`src/sbc_pkg.sv`:
```
// Shared constants for the safe brake check sequencer.
// Assumes a 200 MHz system clock and parameter-number register access.
package sbc_pkg;

	// Clock and time base.
	localparam int CLK_PERIOD_PS  = 5000;
	localparam int TICK_PERIOD_US = 1000;
	localparam int TICK_CYCLES    = (TICK_PERIOD_US * 1000 * 1000) / CLK_PERIOD_PS;

	// Power stage settling time before current is driven.
	localparam int ENABLE_SETTLE_NS     = 2000;
	localparam int ENABLE_SETTLE_CYCLES = (ENABLE_SETTLE_NS * 1000 + CLK_PERIOD_PS - 1) / CLK_PERIOD_PS;

	// Register identifiers on the parameter access port.
	localparam logic [15:0] ID_INTERVAL_ELAPSED = 16'h1A21;
	localparam logic [15:0] ID_TEST_RUNNING     = 16'h1A22;
	localparam logic [15:0] ID_TEST_FAILED      = 16'h1A23;
	localparam logic [15:0] ID_BRAKE_TEST_STATE = 16'h1A42;
	localparam logic [15:0] ID_INPUT_REQUEST    = 16'h1A60;
	localparam logic [15:0] ID_BUS_REQUEST      = 16'h1A61;

	// Reset values.
	localparam logic       BUS_REQUEST_RESET       = 1'h0;
	localparam logic       INTERVAL_ELAPSED_RESET  = 1'h1;
	localparam logic [7:0] READ_DATA_RESET         = 8'h00;

	// Brake test state codes as reported to software.
	localparam logic [7:0] CODE_IDLE         = 8'h00;
	localparam logic [7:0] CODE_ENABLE_POWER = 8'h01;
	localparam logic [7:0] CODE_SET_POS      = 8'h02;
	localparam logic [7:0] CODE_POS_APPLIED  = 8'h03;
	localparam logic [7:0] CODE_SET_NEG      = 8'h04;
	localparam logic [7:0] CODE_NEG_APPLIED  = 8'h05;
	localparam logic [7:0] CODE_RESET_CUR    = 8'h06;

	// Bit position of torque-off activity in both safety status words.
	localparam int STATUS_TORQUE_OFF_BIT = 0;

	// Current ramp step per clock, in setpoint units.
	localparam logic [15:0] RAMP_STEP = 16'h0010;

	typedef enum logic [2:0] {
		SBC_IDLE,
		SBC_ENABLE_POWER,
		SBC_SET_POS,
		SBC_POS_APPLIED,
		SBC_SET_NEG,
		SBC_NEG_APPLIED,
		SBC_RESET_CUR
	} sbc_state_t;

endpackage

```
`src/sbc_brake_check.sv`:
```
// Safe brake check sequencer: request handling, test sequence, motion watch and status.
// Assumes all inputs are synchronous to mclk_in and the configuration inputs are static.
`timescale 1ns/1ps

// Notes on behaviour
// - A new input request or bus request launches the brake test.
// - The bus request starts a test only on its low-to-high transition.
// - State reads 00h whenever no test is running.
// - State 01h enables the power stage.
// - State 02h ramps current toward the positive test force.
// - State 03h shows the positive test current has been reached.
// - State 04h ramps current toward the negative test force.
// - State 05h shows the negative test current has been reached.
// - State 06h returns the current to zero.
// - Torque-off activity appears in bit 0 of both safety status words.
// - Position deviation beyond the limit in states 02h to 05h flags failure.
// - Starting with no brake configured raises brake test failed.
// - The interval-elapsed flag is set after every power up.
// - A passed test clears the flag; it returns after the interval.
// - A test only starts in the ready-to-switch-on main state.
// - Test force is held for the apply time; motion limit judges pass.
// - The test-running flag stays up throughout the sequence.
module sbc_brake_check #(
	parameter int TICK_CYCLES = sbc_pkg::TICK_CYCLES
) (
	// Clock and reset.
	input  wire logic               mclk_in,
	input  wire logic               reset_in,
	// Parameter access port of the realtime bus interface.
	input  wire logic [15:0]        reg_addr_in,
	input  wire logic               reg_write_in,
	input  wire logic [7:0]         reg_wdata_in,
	output logic [7:0]              reg_rdata_out,
	// Digital input connector and its request function selection.
	input  wire logic [3:0]         digital_input_connector_in,
	input  wire logic [3:0]         request_function_select_in,
	// Drive configuration and state.
	input  wire logic               brake_configured_in,
	input  wire logic               motor_configured_in,
	input  wire logic               ready_to_switch_on_in,
	input  wire logic               torque_off_active_in,
	// Test parameters.
	input  wire logic signed [15:0] test_current_in,
	input  wire logic [31:0]        apply_time_ticks_in,
	input  wire logic [31:0]        motion_limit_in,
	input  wire logic [31:0]        request_interval_ticks_in,
	// Motor position feedback.
	input  wire logic signed [31:0] position_in,
	// Drive outputs.
	output logic                    power_stage_enable_out,
	output logic signed [15:0]      current_setpoint_out,
	// Status.
	output logic [7:0]              brake_test_state_out,
	output logic                    test_running_out,
	output logic                    test_failed_out,
	output logic                    interval_elapsed_out,
	output logic                    safety_status_word_one_out,
	output logic                    fsoe_status_word_out
);
	sbc_pkg::sbc_state_t state;
	sbc_pkg::sbc_state_t next_state;

	logic               bus_request;
	logic               bus_request_prev;
	logic               input_request;
	logic               input_request_prev;
	logic [3:0]         input_hits;
	logic               start_request;
	logic               start_ok;
	logic               start_refused;
	logic [31:0]        tick_count;
	logic               tick;
	logic [31:0]        settle_count;
	logic [31:0]        apply_prescale;
	logic [31:0]        apply_count;
	logic signed [15:0] ramp_target;
	logic               at_target;
	logic signed [31:0] ref_position;
	logic signed [32:0] deviation;
	logic [32:0]        abs_deviation;
	logic               motion_fault;
	logic               watching;
	logic               test_passed;
	logic               interval_restart;

	// Request sources: a connector input counts only where the request function is selected on it.
	for (genvar i = 0; i < $bits(digital_input_connector_in); i++) begin : g_input_hit
		assign input_hits[i] = digital_input_connector_in[i] && request_function_select_in[i];
	end
	assign input_request = |input_hits;
	assign start_request = (input_request && !input_request_prev)
		|| (bus_request && !bus_request_prev);
	assign start_ok      = start_request && ready_to_switch_on_in
		&& motor_configured_in && brake_configured_in && (state == sbc_pkg::SBC_IDLE);
	assign start_refused = start_request && ready_to_switch_on_in
		&& !brake_configured_in && (state == sbc_pkg::SBC_IDLE);

	always_ff @(posedge mclk_in or posedge reset_in) begin
		if (reset_in) begin
			input_request_prev <= 1'b0;
			bus_request_prev   <= sbc_pkg::BUS_REQUEST_RESET;
		end else begin
			input_request_prev <= input_request;
			bus_request_prev   <= bus_request;
		end
	end

	// Bus-written request variable.
	always_ff @(posedge mclk_in or posedge reset_in) begin
		if (reset_in) begin
			bus_request <= sbc_pkg::BUS_REQUEST_RESET;
		end else if (reg_write_in && reg_addr_in == sbc_pkg::ID_BUS_REQUEST) begin
			bus_request <= reg_wdata_in[0];
		end
	end

	// Register read port.
	always_ff @(posedge mclk_in or posedge reset_in) begin
		if (reset_in) begin
			reg_rdata_out <= sbc_pkg::READ_DATA_RESET;
		end else begin
			unique case (reg_addr_in)
				sbc_pkg::ID_INTERVAL_ELAPSED: reg_rdata_out <= {7'h00, interval_elapsed_out};
				sbc_pkg::ID_TEST_RUNNING:     reg_rdata_out <= {7'h00, test_running_out};
				sbc_pkg::ID_TEST_FAILED:      reg_rdata_out <= {7'h00, test_failed_out};
				sbc_pkg::ID_BRAKE_TEST_STATE: reg_rdata_out <= brake_test_state_out;
				sbc_pkg::ID_INPUT_REQUEST:    reg_rdata_out <= {7'h00, input_request};
				sbc_pkg::ID_BUS_REQUEST:      reg_rdata_out <= {7'h00, bus_request};
				default:                      reg_rdata_out <= sbc_pkg::READ_DATA_RESET;
			endcase
		end
	end

	// Time base tick for the request interval.
	always_ff @(posedge mclk_in or posedge reset_in) begin
		if (reset_in) begin
			tick_count <= '0;
		end else if (tick_count >= 32'(TICK_CYCLES - 1)) begin
			tick_count <= '0;
		end else begin
			tick_count <= tick_count + 32'h00000001;
		end
	end
	assign tick = (tick_count >= 32'(TICK_CYCLES - 1));

	// Power stage settle counter while in the enable state.
	always_ff @(posedge mclk_in or posedge reset_in) begin
		if (reset_in) begin
			settle_count <= '0;
		end else if (state == sbc_pkg::SBC_ENABLE_POWER) begin
			settle_count <= settle_count + 32'h00000001;
		end else begin
			settle_count <= '0;
		end
	end

	// Apply time counter with its own prescaler, restarted in each applied state so that
	// the free-running tick cannot cut the first tick of the hold short.
	always_ff @(posedge mclk_in or posedge reset_in) begin
		if (reset_in) begin
			apply_prescale <= '0;
			apply_count    <= '0;
		end else if (state == sbc_pkg::SBC_POS_APPLIED || state == sbc_pkg::SBC_NEG_APPLIED) begin
			if (apply_prescale >= 32'(TICK_CYCLES - 1)) begin
				apply_prescale <= '0;
				apply_count    <= apply_count + 32'h00000001;
			end else begin
				apply_prescale <= apply_prescale + 32'h00000001;
			end
		end else begin
			apply_prescale <= '0;
			apply_count    <= '0;
		end
	end

	// Motion watch against the position captured when current is first applied.
	assign watching      = (state == sbc_pkg::SBC_SET_POS) || (state == sbc_pkg::SBC_POS_APPLIED)
		|| (state == sbc_pkg::SBC_SET_NEG) || (state == sbc_pkg::SBC_NEG_APPLIED);
	assign deviation     = 33'(position_in) - 33'(ref_position);
	assign abs_deviation = deviation[32] ? 33'(-deviation) : 33'(deviation);
	assign motion_fault  = watching && (abs_deviation > 33'(motion_limit_in));

	always_ff @(posedge mclk_in or posedge reset_in) begin
		if (reset_in) begin
			ref_position <= '0;
		end else if (state == sbc_pkg::SBC_ENABLE_POWER) begin
			ref_position <= position_in;
		end
	end

	// Sequence.
	always_comb begin
		next_state = state;
		unique case (state)
			sbc_pkg::SBC_IDLE: begin
				if (start_ok) begin
					next_state = sbc_pkg::SBC_ENABLE_POWER;
				end
			end
			sbc_pkg::SBC_ENABLE_POWER: begin
				if (settle_count >= 32'(sbc_pkg::ENABLE_SETTLE_CYCLES - 1)) begin
					next_state = sbc_pkg::SBC_SET_POS;
				end
			end
			sbc_pkg::SBC_SET_POS: begin
				if (motion_fault) begin
					next_state = sbc_pkg::SBC_RESET_CUR;
				end else if (at_target) begin
					next_state = sbc_pkg::SBC_POS_APPLIED;
				end
			end
			sbc_pkg::SBC_POS_APPLIED: begin
				if (motion_fault) begin
					next_state = sbc_pkg::SBC_RESET_CUR;
				end else if (apply_count >= apply_time_ticks_in) begin
					next_state = sbc_pkg::SBC_SET_NEG;
				end
			end
			sbc_pkg::SBC_SET_NEG: begin
				if (motion_fault) begin
					next_state = sbc_pkg::SBC_RESET_CUR;
				end else if (at_target) begin
					next_state = sbc_pkg::SBC_NEG_APPLIED;
				end
			end
			sbc_pkg::SBC_NEG_APPLIED: begin
				if (motion_fault || apply_count >= apply_time_ticks_in) begin
					next_state = sbc_pkg::SBC_RESET_CUR;
				end
			end
			sbc_pkg::SBC_RESET_CUR: begin
				if (at_target) begin
					next_state = sbc_pkg::SBC_IDLE;
				end
			end
			default: begin
				next_state = sbc_pkg::SBC_IDLE;
			end
		endcase
	end

	always_ff @(posedge mclk_in or posedge reset_in) begin
		if (reset_in) begin
			state <= sbc_pkg::SBC_IDLE;
		end else begin
			state <= next_state;
		end
	end

	// Current target per state.
	always_comb begin
		unique case (state)
			sbc_pkg::SBC_SET_POS, sbc_pkg::SBC_POS_APPLIED: ramp_target = test_current_in;
			sbc_pkg::SBC_SET_NEG, sbc_pkg::SBC_NEG_APPLIED: ramp_target = 16'(-test_current_in);
			default:                                        ramp_target = '0;
		endcase
	end

	sbc_current_ramp u_ramp (
		.mclk_in       (mclk_in),
		.reset_in      (reset_in),
		.target_in     (ramp_target),
		.setpoint_out  (current_setpoint_out),
		.at_target_out (at_target)
	);

	// Power stage stays on from the enable state until the current is back at zero.
	always_ff @(posedge mclk_in or posedge reset_in) begin
		if (reset_in) begin
			power_stage_enable_out <= 1'b0;
		end else begin
			power_stage_enable_out <= (next_state != sbc_pkg::SBC_IDLE);
		end
	end

	// Reported state code.
	always_ff @(posedge mclk_in or posedge reset_in) begin
		if (reset_in) begin
			brake_test_state_out <= sbc_pkg::CODE_IDLE;
		end else begin
			unique case (next_state)
				sbc_pkg::SBC_IDLE:         brake_test_state_out <= sbc_pkg::CODE_IDLE;
				sbc_pkg::SBC_ENABLE_POWER: brake_test_state_out <= sbc_pkg::CODE_ENABLE_POWER;
				sbc_pkg::SBC_SET_POS:      brake_test_state_out <= sbc_pkg::CODE_SET_POS;
				sbc_pkg::SBC_POS_APPLIED:  brake_test_state_out <= sbc_pkg::CODE_POS_APPLIED;
				sbc_pkg::SBC_SET_NEG:      brake_test_state_out <= sbc_pkg::CODE_SET_NEG;
				sbc_pkg::SBC_NEG_APPLIED:  brake_test_state_out <= sbc_pkg::CODE_NEG_APPLIED;
				sbc_pkg::SBC_RESET_CUR:    brake_test_state_out <= sbc_pkg::CODE_RESET_CUR;
				default:                   brake_test_state_out <= sbc_pkg::CODE_IDLE;
			endcase
		end
	end

	always_ff @(posedge mclk_in or posedge reset_in) begin
		if (reset_in) begin
			test_running_out <= 1'b0;
		end else begin
			test_running_out <= (next_state != sbc_pkg::SBC_IDLE);
		end
	end

	// Failure is sticky until the next accepted start; a refused start sets it again.
	always_ff @(posedge mclk_in or posedge reset_in) begin
		if (reset_in) begin
			test_failed_out <= 1'b0;
		end else if (motion_fault || start_refused) begin
			test_failed_out <= 1'b1;
		end else if (start_ok) begin
			test_failed_out <= 1'b0;
		end
	end

	// A run that completes both directions without a motion fault passes.
	assign test_passed      = (state == sbc_pkg::SBC_NEG_APPLIED) && !motion_fault
		&& (apply_count >= apply_time_ticks_in);
	assign interval_restart = test_passed;

	sbc_interval_timer u_interval (
		.mclk_in           (mclk_in),
		.reset_in          (reset_in),
		.tick_in           (tick),
		.restart_in        (interval_restart),
		.interval_ticks_in (request_interval_ticks_in),
		.elapsed_out       (interval_elapsed_out)
	);

	// Torque-off activity mirrored into both safety status words.
	always_ff @(posedge mclk_in or posedge reset_in) begin
		if (reset_in) begin
			safety_status_word_one_out <= 1'b0;
			fsoe_status_word_out       <= 1'b0;
		end else begin
			safety_status_word_one_out <= torque_off_active_in;
			fsoe_status_word_out       <= torque_off_active_in;
		end
	end
endmodule

```
`src/sbc_current_ramp.sv`:
```
// Slew-limited current setpoint generator.
// Assumes the target is held stable while a ramp is in progress.
`timescale 1ns/1ps
module sbc_current_ramp (
	// Clock and reset.
	input  wire logic               mclk_in,
	input  wire logic               reset_in,
	// Target and result.
	input  wire logic signed [15:0] target_in,
	output logic signed [15:0]      setpoint_out,
	output logic                    at_target_out
);
	logic signed [15:0] step;
	logic signed [15:0] diff;
	logic signed [16:0] wide_diff;

	assign step          = sbc_pkg::RAMP_STEP;
	assign wide_diff     = 17'(target_in) - 17'(setpoint_out);
	assign diff          = 16'(wide_diff);
	assign at_target_out = (setpoint_out == target_in);

	// The setpoint moves by at most one step per clock so the current never jumps.
	always_ff @(posedge mclk_in or posedge reset_in) begin
		if (reset_in) begin
			setpoint_out <= '0;
		end else if (wide_diff > 17'(step)) begin
			setpoint_out <= 16'(setpoint_out + step);
		end else if (wide_diff < -17'(step)) begin
			setpoint_out <= 16'(setpoint_out - step);
		end else begin
			setpoint_out <= setpoint_out + diff;
		end
	end
endmodule

```
`src/sbc_interval_timer.sv`:
```
// Test interval timer that raises the interval-elapsed flag.
// Assumes a one-cycle time base tick and a one-cycle restart pulse.
`timescale 1ns/1ps
module sbc_interval_timer (
	// Clock and reset.
	input  wire logic        mclk_in,
	input  wire logic        reset_in,
	// Control.
	input  wire logic        tick_in,
	input  wire logic        restart_in,
	input  wire logic [31:0] interval_ticks_in,
	// Status.
	output logic             elapsed_out
);
	logic [31:0] count;

	always_ff @(posedge mclk_in or posedge reset_in) begin
		if (reset_in) begin
			count <= '0;
		end else if (restart_in) begin
			count <= '0;
		end else if (tick_in && !elapsed_out) begin
			count <= count + 32'h00000001;
		end
	end

	// The flag comes up at power on and stays up until a passed test restarts timing.
	always_ff @(posedge mclk_in or posedge reset_in) begin
		if (reset_in) begin
			elapsed_out <= sbc_pkg::INTERVAL_ELAPSED_RESET;
		end else if (restart_in) begin
			elapsed_out <= 1'b0;
		end else if (count >= interval_ticks_in) begin
			elapsed_out <= 1'b1;
		end
	end
endmodule

```
`config.mk`:
```
export PLATFORM = sky130hd
export DESIGN_NAME = sbc_brake_check
export DESIGN_NICKNAME = d
export VERILOG_FILES = /design/src/sbc_pkg.sv /design/src/sbc_brake_check.sv /design/src/sbc_current_ramp.sv /design/src/sbc_interval_timer.sv
export SDC_FILE = /design/constraint.sdc
export NUM_CORES = 1
export LEC_CHECK = 0
export ABC_AREA = 0
export BUFFER_PORTS_ARGS = -buffer_cell sky130_fd_sc_hd__buf_2
export CORE_ASPECT_RATIO = 1.1
export CORE_UTILIZATION = 40
export CTS_CLUSTER_DIAMETER = 200
export DETAILED_ROUTE_END_ITERATION = 8
export GPL_TIMING_DRIVEN = 1
export PLACE_DENSITY = 0.57
export SYNTH_ARGS = -nofsm -noshare
export SYNTH_HDL_FRONTEND = slang
export SYNTH_SLANG_ARGS = --single-unit
```
`constraint.sdc`:
```
create_clock -name mclk_in -period 9.6 [get_ports mclk_in]
set_input_delay 1.44 -clock mclk_in [delete_from_list [all_inputs] [get_ports mclk_in]]
set_output_delay 1.44 -clock mclk_in [all_outputs]
set_load 0.01 [all_outputs]
```
==> results.yml <==
clocking:
  path_clk_slew_ps: 60
  htree_levels: 1
  clk_latency_ps: 570
  cts.path.max_buffers: 3
  clock_sinks: 224
  cts_buffers: 28
  postCtsHoldBufs: 0
  cts_tree: "built"
  post-cts-setup-buffers: 0
  cts-root-buf: "clkbuf_16"
  cts_resized: 0
routing:
  vias: 15000
  first_pass_iters: 5
  drt-initial-drc-count: 755
  drc: 0
  vias_per_cell: 5.31
  drtAntennaViolNets: 0
  drt_wl_total_um: 43300
  routedWlPerCell_um: 15.3
global_route:
  grt-busiest-layer: "met2"
  gr-usage-all-layers_pct: 19.5
  grt_pass1_vias: 14400
  grt_max_degree: 145
  met2_usage_pct: 33.5
  globalRouteMet3Util_pct: 2.81
  antenna_found_initial: 4
  grt_util_met1_pct: 25.7
  overflow: 0
  grt_pass1_wl_um: 71600
flow_run:
  max_cap_viol_count: 0
logic_synthesis:
  synth-simple-area-share_pct: 21.3
  synthAdderAreaFrac_pct: 12.4
  ys_ff_latch: 224
  syn_inst: 2036
  synth_top_family_by_area: "simple AND/OR/NAND/NOR gates"
  synth.area.top_cells: "dfrtp_1 32%, ha_1 12%, nor2_1 5.1%, xnor2_1 4.8%, xor2_1 4.6%"
  syn-mean-instance-area_um2: 8.49
  synth-edff-count: 0
  yosys-mux-area-fraction_pct: 2.77
  synth.distinct_cells: 84
  synth_top_area_share_pct: 32.3
  synth_top_cell_by_area: "dfrtp_1"
  synth_compound_area_share_pct: 16.0
  ys_async_sr_fraction_pct: 100
  synth_seq_area_share_pct: 32.4
  yosysWarnings: 0
  synth_top_flop_cell: "dfrtp_1"
  synth_area_um2: 17300
  synth-xor-area-share_pct: 9.37
cells_and_area:
  layout_commonest_cell: "nor2_1"
  multi_input_area_um2: 10800
  fillers: 4183
  fin_nets: 2597
  final_cell_mix: "233 x nor2_1, 223 x dfrtp_1, 203 x buf_2, 178 x inv_1, 167 x ha_1"
  drive_gt1_share_pct: 14.1
  syn2layout_area_growth_pct: 14.8
  regArea_um2: 5610
floorplanning:
  dieArea_um2: 44100
  io_pins: 221
  start_util_pct: 40.7
  rows: 79
  core_region_area_um2: 42500
  die_h_um: 220
  dieWidth_um: 200
power:
  powerDensity_nw_per_um2: 302
  ir_drop_uv: 195
  p_total_mw: 5.99
  p_leak_nw: 9.44
timing:
  timing.fmax_ghz: 0.142
  fin_setup_tns_ps: 0
  rsz0062_at_grt: "false"
  min_period_over_period_pct: 73.3
  slew_violations: 0
  worst_pin_slew_ps: 1130
  relSlewSlack_pct: 24.7
  hold_viol: 0
  setup_viol: 0
  fin_crit_ps: 7040
  fin_worst_skew_ps: 26.8
critical_path:
  reg2reg_slack_ps: 3160
  cp_slowest_stage_delay_ps: 480
  cp_max_fo: 33
  critPathLaunchType: "primary input"
  critPathRequiredTime_ps: 10040
  critical_path_buf_inv_count: 3
  endpoint_kind: "flop"
  crit_arrival_ps: 7480
  worstSetupPathType: "primary input to flop"
  cp_slowest_cell: "a211oi_2"
  path_delay_family: "compound AO/OA/AOI/OAI gates"
min_path:
  hp-class: "flop to flop"
place:
  gp_congestion: 0.891
  hpwl_um: 33400
  io_buffers: 203
run_status:
  status: "complete, no violations"
## power breakdown
group / switching, mW / internal, mW / leakage, nW / total, mW
Sequential: 0.120 / 1.07 / 2.91 / 1.19
Clock: 0.433 / 0.654 / 0.465 / 1.09
Combinational: 2.13 / 1.58 / 6.06 / 3.71
## worst reg2reg max path: cells and delay by family, from the launching register on
| kind | cells | cell delay, ps |
|---|---|---|
| buffers and inverters | 1 | 340 |
| AND/OR/NAND/NOR | 6 | 950 |
| AO/OA/AOI/OAI | 15 | 3560 |
| adder cells (fa/ha/maj) | 3 | 910 |
| XOR/XNOR | 1 | 140 |
| flip-flops | 1 | 390 |
## synthesized netlist by cell type, drive strengths merged, types with 8 or more instances
cell     instances
nor3            44
a31oi           13
nand2b          20
xnor2           94
and2            17
o31ai           22
clkbuf          46
a2111oi          9
inv            179
a21o            51
o21a            17
nand4           47
a21oi          105
ha             167
nor2           234
and4            12
or3             30
mux2            36
a211oi          20
o31a            10
dfrtp          223
nand3           81
o21ai          104
buf             20
xor2            91
or2              9
nor4            33
o211ai           8
and3            30
nor2b           22
nand2          137
## final cells by class
class                      count  area share [%]
clock inverter                15           0.908
clock buffer                  35            3.92
inverter                     180            3.44
antenna                        1          0.0126
sequential                   224            28.2
timing repair buffer         207            5.27
tap                          567            3.57
multi-input combinational   1603            54.6
## worst paths after layout
check,start,end,cells past startpoint
worst max-delay path,position_in[0],u_interval.count[2],28
worst min register to register,settle_count[0],settle_count[0],1
min in group asynchronous,reset_in,u_ramp.setpoint_out[13],2
max in group asynchronous,reset_in,settle_count[18],3
worst max register to register,ref_position[0],u_interval.count[2],26
worst min-delay path,settle_count[0],settle_count[0],1
## per-layer routing
metal  routed length (um)  vias to the layer above
met2                20100                      345
met1                20300                     7048
li1                     -                     7578
met4                  880                        6
met5                   37                        -
met3                 2010                       59
## registers in the layout (all words and copies together) (netlist names)
register	count
apply_count	32
apply_prescale	32
ref_position	32
settle_count	32
tick_count	32
u_interval.count	32
u_ramp.setpoint_out	16
brake_test_state_out	3
reg_rdata_out	3
state	3
bus_request	1
bus_request_prev	1
fsoe_status_word_out	1
input_request_prev	1
test_failed_out	1
test_running_out	1
u_interval.elapsed_out	1
## logic make-up after synthesis
kind of cell / count (synthesis)
AND/OR/NAND/NOR: 742
AO/OA/AOI/OAI: 425
buffers and inverters: 246
flip-flops: 224
XOR/XNOR: 185
adder cells (fa/ha/maj): 170
multiplexers: 43
other: 1
## metrics by stage
step / worst slack (ps) / utilization, % / instance area [um2] / hold WS, ps / cells
2_1_floorplan: 2030 / - / 17400 / 389 / 2073
3_3_place_gp: 2110 / 44.4 / 18900 / 454 / 2781
3_5_place_dp: 2010 / 44.4 / 18900 / 456 / 2781
4_1_cts: 2580 / 46.7 / 19800 / 467 / 2831
5_1_grt: 2110 / 46.7 / 19800 / 493 / 2832
6_report: 2560 / 46.7 / 19800 / 466 / 2832
Note: power is estimated with default switching activity, not from simulation.
